--- src/ccs_pkg.sv ---
// Constants, codes and carrier types for clock source select and HF oscillator control
// Functional notes
// RL1: USB source 000 HF osc, 001 HF osc/8, 110 LF osc; 111 reserved.
// RL2: USB source 010 to 101 give external oscillator divided by 1, 2, 3, 4.
// RL3: Clock-select bit 7 always reads zero and ignores writes.
// RL4: Bit 3 picks crossbar clock out: raw system clock or port-synchronized copy.
// RL5: System source 000 scaled HF osc, 001 external, 100 scaled LF osc.
// RL6: System source 010 is HF osc/2; 011 is HF osc undivided.
// RL7: Any reset clears clock-select to zero, system clock from HF oscillator.
// RL8: HF path to system clock is fixed divide-by-4, then divide by 1/2/4/8.
// RL9: After reset the programmable divider is divide-by-eight, 1.5 MHz.
// RL10: Writing suspend bit stops HF oscillator; HF-fed core and peripheral clocks stop.
// RL11: Suspend ends on port 0 match, port 1 match, third timer overflow, USB resume.
// RL12: Wake restarts oscillator, core and peripherals whether or not it interrupts.
// RL13: Core resumes with the instruction after the suspend write.
// RL14: Seven-bit trim sets period monotonically; zeros fastest, ones slowest.
// RL15: Reset loads the per-part factory trim giving 48 MHz.
// RL16: Calibration bit 7 reads zero and ignores writes.
// RL17: Software switches system clock only to an enabled, running source.
// RL18: Software sets USB clock to 48 MHz full speed or 6 MHz low speed.
// RL19: Divider code 00, 01, 10, 11 divides by 8, 4, 2, 1.
// RL20: Source switching produces no runt pulse on system or USB clock.
package ccs_pkg;

   // ----------------------------------------------------------------
   // Register addresses and layout
   // ----------------------------------------------------------------
   localparam logic [7:0] ADDR_CLK_SEL = 8'hA9;
   localparam logic [7:0] ADDR_OSC_CTL = 8'hB2;
   localparam logic [7:0] ADDR_OSC_CAL = 8'hB3;
   localparam int USB_SEL_LSB = 4;
   localparam int OUT_SEL_BIT = 3;
   localparam int SYS_SEL_LSB = 0;
   localparam int OSC_EN_BIT = 7;
   localparam int OSC_RDY_BIT = 6;
   localparam int SUSPEND_BIT = 5;
   localparam int HF_DIV_LSB = 0;
   localparam logic [6:0] CLK_SEL_RST = 7'h00;
   localparam logic OSC_EN_RST = 1'b1;
   localparam logic SUSPEND_RST = 1'b0;
   localparam logic [1:0] HF_DIV_RST = 2'h0;
   localparam logic [7:0] RD_NONE = 8'h00;

   // ----------------------------------------------------------------
   // Divider settings (count limits, value minus one)
   // ----------------------------------------------------------------
   localparam logic [2:0] HF_PRE_M1 = 3'h3;
   localparam logic [2:0] HF_DIV2_M1 = 3'h1;
   localparam logic [2:0] HF_DIV8_M1 = 3'h7;
   localparam logic [2:0] EXT_CODE_BASE = 3'h2;

   // ----------------------------------------------------------------
   // Source codes
   // ----------------------------------------------------------------
   typedef enum logic [2:0] {
      SYS_HF_SCALED = 3'b000, SYS_EXT = 3'b001, SYS_HF_DIV2 = 3'b010, SYS_HF_FULL = 3'b011,
      SYS_LF = 3'b100, SYS_RSV5 = 3'b101, SYS_RSV6 = 3'b110, SYS_RSV7 = 3'b111
   } ccs_sys_sel_e;
   typedef enum logic [2:0] {
      USB_HF = 3'b000, USB_HF_DIV8 = 3'b001, USB_EXT_DIV1 = 3'b010, USB_EXT_DIV2 = 3'b011,
      USB_EXT_DIV3 = 3'b100, USB_EXT_DIV4 = 3'b101, USB_LF = 3'b110, USB_RSV = 3'b111
   } ccs_usb_sel_e;

   // ----------------------------------------------------------------
   // Carriers
   // ----------------------------------------------------------------
   typedef struct packed {
      logic [7:0] addr;
      logic wr;
      logic rd;
      logic [7:0] wdata;
   } ccs_sfr_req_s;
   typedef struct packed {
      logic hf;
      logic lf;
      logic ext;
   } ccs_osc_ticks_s;
   typedef struct packed {
      logic port0_match;
      logic port1_match;
      logic third_timer_ovf;
      logic usb_resume;
   } ccs_wake_s;
   typedef struct packed {
      logic [6:0] clk_sel;
      logic osc_en;
      logic suspend;
      logic [1:0] hf_div;
      logic [6:0] trim;
      logic [7:0] rdata;
      logic sys_lvl;
      logic xbar_sync;
      logic xbar_out;
   } ccs_state_s;

   // Divider code to count limit: 00 /8, 01 /4, 10 /2, 11 /1
   function automatic logic [2:0] hf_div_m1(input logic [1:0] code);
      logic [2:0] m1;
      m1 = 3'h7;
      case (code)
         2'h0: m1 = 3'h7;
         2'h1: m1 = 3'h3;
         2'h2: m1 = 3'h1;
         default: m1 = 3'h0;
      endcase
      return m1;
   endfunction

endpackage

--- src/ccs_tick_div.sv ---
// Tick divider: passes every Nth oscillator tick, N = div_m1 + 1
module ccs_tick_div #(
   parameter int W = 3
) (
   input wire logic sys_clk,
   input wire logic srst,
   input wire logic clr,
   input wire logic tick_in,
   input wire logic [W-1:0] div_m1,
   output logic tick_out
);

   typedef struct packed {
      logic [W-1:0] cnt;
   } ccs_div_state_s;

   ccs_div_state_s st_r;
   ccs_div_state_s st_nxt;

   // Output tick closes a whole divided period
   assign tick_out = tick_in && (st_r.cnt == div_m1);

   // Count input ticks; clear restarts the period
   always_comb begin
      st_nxt = st_r;
      if (srst || clr) begin
         st_nxt.cnt = '0;
      end else if (tick_in) begin
         st_nxt.cnt = (st_r.cnt == div_m1) ? '0 : st_r.cnt + 1'b1;
      end
   end

   always_ff @(posedge sys_clk) begin
      st_r <= st_nxt;
   end
endmodule

--- src/ccs_glitch_sel.sv ---
// Glitch-free selector: adopts a new source code only at the end of a whole output period or while the old source is idle
module ccs_glitch_sel #(
   parameter int W = 3,
   parameter logic [W-1:0] RST_SEL = '0
) (
   input wire logic sys_clk,
   input wire logic srst,
   input wire logic [W-1:0] want_sel,
   input wire logic old_tick,
   input wire logic old_idle,
   output logic [W-1:0] act_sel,
   output logic switch_now
);

   typedef struct packed {
      logic [W-1:0] act;
   } ccs_gsel_state_s;

   ccs_gsel_state_s st_r;
   ccs_gsel_state_s st_nxt;

   // Switch only after the old source closed its period or is not running
   assign switch_now = (want_sel != st_r.act) && (old_tick || old_idle); // [RL20]
   assign act_sel = st_r.act;

   always_comb begin
      st_nxt = st_r;
      if (srst) begin
         st_nxt.act = RST_SEL;
      end else if (switch_now) begin
         st_nxt.act = want_sel;
      end
   end

   always_ff @(posedge sys_clk) begin
      st_r <= st_nxt;
   end
endmodule

--- src/ccs_clock_ctrl.sv ---
// Clock source select, HF oscillator control, calibration and suspend
module ccs_clock_ctrl (
   input wire logic sys_clk,
   input wire logic srst,
   input wire ccs_pkg::ccs_sfr_req_s sfr_req,
   output logic [7:0] sfr_rdata,
   input wire logic [6:0] factory_trim,
   input wire logic hf_osc_ready,
   input wire ccs_pkg::ccs_osc_ticks_s osc_ticks,
   input wire ccs_pkg::ccs_wake_s wake,
   output logic hf_osc_run,
   output logic [6:0] hf_osc_trim,
   output logic sys_clk_tick,
   output logic usb_clk_tick,
   output logic core_clk_hold,
   output logic xbar_clk_out
);

   ccs_pkg::ccs_state_s st_r;
   ccs_pkg::ccs_state_s st_nxt;
   logic wr_sel;
   logic wr_ctl;
   logic wr_cal;
   logic wake_any;
   logic hf_g;
   logic hf_q;
   logic sys_prog;
   logic hf_div2;
   logic hf_div8;
   logic ext_n;
   logic sys_switch;
   logic usb_switch;
   logic sys_idle;
   logic usb_idle;
   logic sys_on_hf;
   logic [2:0] want_sys;
   logic [2:0] want_usb;
   logic [2:0] act_sys;
   logic [2:0] act_usb;
   logic [2:0] ext_m1;

   // ----------------------------------------------------------------
   // Register decode
   // ----------------------------------------------------------------
   assign wr_sel = sfr_req.wr && (sfr_req.addr == ccs_pkg::ADDR_CLK_SEL);
   assign wr_ctl = sfr_req.wr && (sfr_req.addr == ccs_pkg::ADDR_OSC_CTL);
   assign wr_cal = sfr_req.wr && (sfr_req.addr == ccs_pkg::ADDR_OSC_CAL);
   assign want_sys = st_r.clk_sel[ccs_pkg::SYS_SEL_LSB +: 3];
   assign want_usb = st_r.clk_sel[ccs_pkg::USB_SEL_LSB +: 3];

   // Any of the four wake events ends suspend
   assign wake_any = wake.port0_match || wake.port1_match
                     || wake.third_timer_ovf || wake.usb_resume; // [RL11]

   // ----------------------------------------------------------------
   // Oscillator gating and divider chain
   // ----------------------------------------------------------------
   // Suspended or disabled oscillator delivers no ticks
   assign hf_osc_run = st_r.osc_en && !st_r.suspend; // [RL10] [RL12]
   assign hf_g = osc_ticks.hf && hf_osc_run;
   assign hf_osc_trim = st_r.trim; // [RL14]

   // Fixed divide-by-4 stage ahead of the programmable divider
   ccs_tick_div #(.W(3)) u_hf_pre (
      .sys_clk(sys_clk),
      .srst(srst),
      .clr(sys_switch),
      .tick_in(hf_g),
      .div_m1(ccs_pkg::HF_PRE_M1), // [RL8]
      .tick_out(hf_q)
   );

   // Programmable divide by 8, 4, 2 or 1
   ccs_tick_div #(.W(3)) u_hf_prog (
      .sys_clk(sys_clk),
      .srst(srst),
      .clr(sys_switch),
      .tick_in(hf_q),
      .div_m1(ccs_pkg::hf_div_m1(st_r.hf_div)), // [RL8] [RL19]
      .tick_out(sys_prog)
   );

   // HF divided by two for the system clock
   ccs_tick_div #(.W(3)) u_hf_div2 (
      .sys_clk(sys_clk),
      .srst(srst),
      .clr(sys_switch),
      .tick_in(hf_g),
      .div_m1(ccs_pkg::HF_DIV2_M1), // [RL6]
      .tick_out(hf_div2)
   );

   // HF divided by eight for the USB clock
   ccs_tick_div #(.W(3)) u_hf_div8 (
      .sys_clk(sys_clk),
      .srst(srst),
      .clr(usb_switch),
      .tick_in(hf_g),
      .div_m1(ccs_pkg::HF_DIV8_M1), // [RL1]
      .tick_out(hf_div8)
   );

   // External oscillator divided by 1 to 4 from the USB code
   assign ext_m1 = act_usb - ccs_pkg::EXT_CODE_BASE; // [RL2]
   ccs_tick_div #(.W(3)) u_ext_div (
      .sys_clk(sys_clk),
      .srst(srst),
      .clr(usb_switch),
      .tick_in(osc_ticks.ext),
      .div_m1(ext_m1),
      .tick_out(ext_n)
   );

   // ----------------------------------------------------------------
   // Glitch-free source selection
   // ----------------------------------------------------------------
   assign sys_idle = (act_sys > 3'(ccs_pkg::SYS_LF)) || (sys_on_hf && !hf_osc_run);
   assign usb_idle = (act_usb == 3'(ccs_pkg::USB_RSV));

   ccs_glitch_sel #(.W(3), .RST_SEL(3'(ccs_pkg::SYS_HF_SCALED))) u_sys_sel (
      .sys_clk(sys_clk),
      .srst(srst),
      .want_sel(want_sys),
      .old_tick(sys_clk_tick),
      .old_idle(sys_idle),
      .act_sel(act_sys),
      .switch_now(sys_switch)
   );

   ccs_glitch_sel #(.W(3), .RST_SEL(3'(ccs_pkg::USB_HF))) u_usb_sel (
      .sys_clk(sys_clk),
      .srst(srst),
      .want_sel(want_usb),
      .old_tick(usb_clk_tick),
      .old_idle(usb_idle),
      .act_sel(act_usb),
      .switch_now(usb_switch)
   );

   // System clock source multiplexer
   always_comb begin
      sys_clk_tick = 1'b0;
      case (ccs_pkg::ccs_sys_sel_e'(act_sys))
         ccs_pkg::SYS_HF_SCALED: sys_clk_tick = sys_prog; // [RL5]
         ccs_pkg::SYS_EXT: sys_clk_tick = osc_ticks.ext; // [RL5]
         ccs_pkg::SYS_HF_DIV2: sys_clk_tick = hf_div2; // [RL6]
         ccs_pkg::SYS_HF_FULL: sys_clk_tick = hf_g; // [RL6]
         ccs_pkg::SYS_LF: sys_clk_tick = osc_ticks.lf; // [RL5]
         default: sys_clk_tick = 1'b0;
      endcase
   end

   // USB clock source multiplexer
   always_comb begin
      usb_clk_tick = 1'b0;
      case (ccs_pkg::ccs_usb_sel_e'(act_usb))
         ccs_pkg::USB_HF: usb_clk_tick = hf_g; // [RL1]
         ccs_pkg::USB_HF_DIV8: usb_clk_tick = hf_div8; // [RL1]
         ccs_pkg::USB_EXT_DIV1: usb_clk_tick = ext_n; // [RL2]
         ccs_pkg::USB_EXT_DIV2: usb_clk_tick = ext_n; // [RL2]
         ccs_pkg::USB_EXT_DIV3: usb_clk_tick = ext_n; // [RL2]
         ccs_pkg::USB_EXT_DIV4: usb_clk_tick = ext_n; // [RL2]
         ccs_pkg::USB_LF: usb_clk_tick = osc_ticks.lf; // [RL1]
         default: usb_clk_tick = 1'b0; // [RL1]
      endcase
   end

   // Core held while its clock source is a suspended HF oscillator
   assign sys_on_hf = (act_sys == 3'(ccs_pkg::SYS_HF_SCALED)) || (act_sys == 3'(ccs_pkg::SYS_HF_DIV2))
                      || (act_sys == 3'(ccs_pkg::SYS_HF_FULL));
   assign core_clk_hold = st_r.suspend && sys_on_hf; // [RL10] [RL13]

   // ----------------------------------------------------------------
   // State update
   // ----------------------------------------------------------------
   always_comb begin
      st_nxt = st_r;
      if (srst) begin
         st_nxt.clk_sel = ccs_pkg::CLK_SEL_RST; // [RL7]
         st_nxt.osc_en = ccs_pkg::OSC_EN_RST;
         st_nxt.suspend = ccs_pkg::SUSPEND_RST;
         st_nxt.hf_div = ccs_pkg::HF_DIV_RST; // [RL9]
         st_nxt.trim = factory_trim; // [RL15]
         st_nxt.rdata = ccs_pkg::RD_NONE;
         st_nxt.sys_lvl = 1'b0;
         st_nxt.xbar_sync = 1'b0;
         st_nxt.xbar_out = 1'b0;
      end else begin
         // Bit 7 of both select and trim is dropped on write
         if (wr_sel) begin
            st_nxt.clk_sel = sfr_req.wdata[6:0]; // [RL3]
         end
         if (wr_cal) begin
            st_nxt.trim = sfr_req.wdata[6:0]; // [RL16]
         end
         if (wr_ctl) begin
            st_nxt.osc_en = sfr_req.wdata[ccs_pkg::OSC_EN_BIT];
            st_nxt.hf_div = sfr_req.wdata[ccs_pkg::HF_DIV_LSB +: 2];
            st_nxt.suspend = sfr_req.wdata[ccs_pkg::SUSPEND_BIT]; // [RL10]
         end
         // A wake event in the same cycle as a suspend write wins
         if (wake_any) begin
            st_nxt.suspend = 1'b0; // [RL11] [RL12]
         end
         // Read data registered one cycle after the strobe
         if (sfr_req.rd) begin
            case (sfr_req.addr)
               ccs_pkg::ADDR_CLK_SEL: st_nxt.rdata = {1'b0, st_r.clk_sel}; // [RL3]
               ccs_pkg::ADDR_OSC_CTL: st_nxt.rdata = {st_r.osc_en, hf_osc_ready, st_r.suspend,
                                                      3'h0, st_r.hf_div};
               ccs_pkg::ADDR_OSC_CAL: st_nxt.rdata = {1'b0, st_r.trim}; // [RL16]
               default: st_nxt.rdata = ccs_pkg::RD_NONE;
            endcase
         end
         // System clock level and its crossbar copies
         if (sys_clk_tick) begin
            st_nxt.sys_lvl = !st_r.sys_lvl;
         end
         st_nxt.xbar_sync = st_r.sys_lvl;
         st_nxt.xbar_out = st_r.clk_sel[ccs_pkg::OUT_SEL_BIT] ? st_r.xbar_sync : st_r.sys_lvl; // [RL4]
      end
   end

   always_ff @(posedge sys_clk) begin
      st_r <= st_nxt;
   end

   assign sfr_rdata = st_r.rdata;
   assign xbar_clk_out = st_r.xbar_out;
endmodule

--- config.mk ---
export PLATFORM = sky130hd
export DESIGN_NAME = ccs_clock_ctrl
export DESIGN_NICKNAME = d
export VERILOG_FILES = /design/src/ccs_pkg.sv /design/src/ccs_tick_div.sv /design/src/ccs_glitch_sel.sv /design/src/ccs_clock_ctrl.sv
export SDC_FILE = /design/constraint.sdc
export NUM_CORES = 1
export LEC_CHECK = 0
export BUFFER_PORTS_ARGS = -buffer_cell sky130_fd_sc_hd__buf_2
export CORE_MARGIN = 2
export CORE_UTILIZATION = 45
export DETAILED_ROUTE_END_ITERATION = 10
export GPL_TIMING_DRIVEN = 0
export PLACE_DENSITY = 0.72
export SLEW_MARGIN = 20
export SYNTH_ARGS = -nofsm -noshare
export SYNTH_HDL_FRONTEND = slang
export SYNTH_SLANG_ARGS = --single-unit
export TNS_END_PERCENT = 20
--- constraint.sdc ---
create_clock -name sys_clk -period 6.25 [get_ports sys_clk]
set_clock_uncertainty 0.2 [all_clocks]
set_input_delay 1.25 -clock sys_clk [delete_from_list [all_inputs] [get_ports sys_clk]]
set_output_delay 1.25 -clock sys_clk [all_outputs]
set_load 0.01 [all_outputs]
==> flow_summary.yaml <==
synth:
  syn_inst: 279
  synth_mux_area_share_pct: 10.8
  synth-edff-count: 7
  synth_fa_ha_area_share_pct: 2.40
  avgSynthCellArea_um2: 9.33
  yosysTopAreaCell: "dfxtp_1"
  synth.area.top_cells: "dfxtp_1 33%, edfxtp_1 8.1%, mux2i_1 7.3%"
  synth_top_area_share_pct: 33.1
  synth_ff_type: "dfxtp_1"
  synth-xor-area-share_pct: 4.04
  syn_area_um2: 2600
  ys_types: 50
  ys_seq_area_share_pct: 41.1
  synth-async-reset-ratio_pct: 0
  yosys_warnings: 0
  synth_top_family_by_area: "simple AND/OR/NAND/NOR gates"
  yosys.area_share.simple_pct: 22.1
  synth_nets: 319
  synth_compound_area_share_pct: 12.7
  synth-seq-cells: 50
worst_setup_path:
  cp.depth: 6
  cp.required_ns: 4.80
  path_max_fanout: 5
  rr_endpoint: "st_r[2]"
  worstPathArrival_ns: 2.53
  slowest_stage: "or2_2"
  worst_path_largest_cell_delay_ns: 0.36
  crit_top_cell: "buf_2"
  criticalPathCategory: "in -> out"
  worstPathCellList: "buf_2 -> nand4b_1 -> or2_2 -> a211o_1 -> nand3_1 -> buf_2"
  cp_top_family: "simple AND/OR/NAND/NOR gates"
  reg2reg_slack_ns: 4.07
  endpoint_kind: "output port"
  timing.critical_path.to: "sys_clk_tick"
  r2r-start: "st_r[18]"
  reg2reg_depth: 5
  setup.worst_path.start: "osc_ticks[2]"
  start_kind: "input port"
  cp.buffers_inverters: 2
timing:
  final_hold_viol_count: 0
  setup_viol_count_final: 0
  max_freq_mhz: 251
  layout_min_cycle_time_ns: 3.98
  max_slew.worst_pin.slew_ns: 0.790
  tns_ns: 0
  rsz0062_at_grt: "false"
  min_period_over_period_pct: 63.6
  drv_slew: 0
  relSlewSlack_pct: 47.2
worst_hold_path:
  hold_path.class: "reg -> reg"
clock_tree:
  cts_buffer_depth: 2
  insertion_delay_ns: 0.31
  cts_root_buf: "clkbuf_8"
  post_cts_buffers: 0
  tritoncts: "done"
  ctsHtreeMaxLevel: 2
  numCtsBuffers: 5
  clock_sinks: 50
  cts_resized: 0
  hold_buffers: 0
  clk_pin_slew_ns: 0.09
finish:
  nFillCells: 522
  n_antenna_cell: 0
  drive_gt1_share_pct: 26.7
  syn2layout_area_growth_pct: 17.5
  nets: 380
die:
  die-height_um: 80.1
  die-area_um2: 6410
  die_w_um: 80.1
  core_um2: 5540
  start_util_pct: 47.0
  ios: 55
  rows: 27
power_and_ir_drop:
  finalPower_uw: 642
  ir_drop_mv: 0.168
  p_leak_uw: 0.00139
  power-per-cell-area_nw_per_um2: 210
global_routing:
  grt_pass1_vias: 2039
  overflow: 0
  grt_start_max_net_pins: 16
  grt_use_total_pct: 18.8
  grt_first_pass_wirelength_um: 9340
  antenna_found_initial: 0
job:
  cap_violations: 0
outcome:
  status: "finished, final reports clean"
route:
  wl_per_cell_um: 13.8
  via_count: 2188
  viasPerCell: 5.30
  drt_pass1_iterations: 4
  drt_iter0_markers: 119
  drt_wl_total_um: 5680
  drc: 0
  drt.antenna.violating_nets: 0
place:
  dp_hpwl_um: 4250
  gp_congestion: 0.868
  port_buffers: 54
-- cells by family (layout without fill, tap and decap cells) --
family | count (synthesis) | after routing
compound gates | 47 | 47
xor+xnor | 12 | 12
fa+ha+maj | 5 | 5
buf+inv | 31 | 93
flops | 50 | 50
mux | 27 | 27
simple gates | 107 | 107
-- how the worst min path moves through the flow --
stage                            end  cells past startpoint             start
floorplan           u_hf_pre.st_r[2]                      2  u_hf_pre.st_r[2]
global placement    u_hf_pre.st_r[2]                      2  u_hf_pre.st_r[2]
detailed placement  u_hf_pre.st_r[2]                      2  u_hf_pre.st_r[2]
CTS                 u_hf_pre.st_r[2]                      2  u_hf_pre.st_r[2]
global route        u_hf_pre.st_r[2]                      2  u_hf_pre.st_r[2]
finish              u_hf_pre.st_r[2]                      2  u_hf_pre.st_r[2]
-- cells in the final DEF, fill, tap and decap left out, drive strengths merged, types with 2 or more instances in the layout --
cell type | Yosys | layout
nand3b | 5 | 5
buf | 18 | 72
inv | 3 | 3
dfxtp | 43 | 43
a31oi | 2 | 2
edfxtp | 7 | 7
nor3b | 4 | 4
a22oi | 7 | 7
nor3 | 4 | 4
mux2 | 8 | 8
nand3 | 9 | 9
a211o | 2 | 2
nand2 | 24 | 24
ha | 5 | 5
nor2b | 8 | 8
a22o | 4 | 4
a21o | 3 | 3
mux2i | 19 | 19
a21oi | 14 | 14
nor4bb | 2 | 2
or2 | 2 | 2
xnor2 | 7 | 7
xor2 | 5 | 5
nand4b | 4 | 4
or3 | 2 | 2
clkbuf | 9 | 15
o21ai | 7 | 7
nor2 | 28 | 28
clkinv | 1 | 2
and3b | 2 | 2
nand2b | 5 | 5
-- per-layer routing --
layer,track usage [%],up-vias,wire (µm)
met1,24.3,1039,2660
met5,0,-,0
met3,3.48,9,230
li1,-,1099,-
met2,31.2,41,2680
met4,7.29,0,112
-- synth_stat cells (all sizes together), types with 5 or more instances --
master and number:
nand2b 5, nand2 24, xnor2 7, nand3 9, mux2i 19, nor2 28, dfxtp 43, clkbuf 9
nor2b 8, xor2 5, mux2 8, a22oi 7, nand3b 5, buf 18, a21oi 14, ha 5
edfxtp 7, o21ai 7
-- worst register-to-register path: stages (launching register included) --
cell,delay (ns)
dfxtp_1,0.43
xnor2_1,0.09
or4b_1,0.50
a211o_1,0.37
nand3_1,0.16
mux2_2,0.35
-- power by group --
group | switching, µW | internal (µW)
clock network | 107 | 89.1
logic | 44.0 | 44.9
registers | 13.6 | 344
-- area by class of cell --
class,instances,area [µm²],area share (%)
timing repair buffer,54,270,8.83
sequential,50,1070,35.0
clock buffer,6,82.6,2.70
multi-input combinational,198,1350,44.2
inverter,4,15.0,0.491
tap,72,90.1,2.94
buffer,27,165,5.40
clock inverter,2,12.5,0.409
-- state kept, by name, summed over array words and instances, names as in the netlist --
| signal | cells |
|---|---|
| st_r | 13 |
| u_hf_div2.st_r | 3 |
| sfr_rdata | 8 |
| xbar_clk_out | 1 |
| u_hf_pre.st_r | 3 |
| u_hf_div8.st_r | 3 |
| u_hf_prog.st_r | 3 |
| hf_osc_trim | 7 |
| u_usb_sel.act_sel | 3 |
| u_ext_div.st_r | 3 |
| u_sys_sel.act_sel | 3 |
-- stage by stage --
stage	std cells	cell area, µm²	hold WS (ns)	util [%]	setup slack (ns)
floorplan	279	2600	0.218	-	2.64
global placement	405	2960	0.229	53.5	2.27
detailed placement	405	2960	0.232	53.5	2.27
CTS	413	3060	0.246	55.2	2.26
global route	413	3060	0.288	55.2	2.19
finish	413	3060	0.246	55.2	2.27
Note: power is estimated with default switching activity, not from simulation.
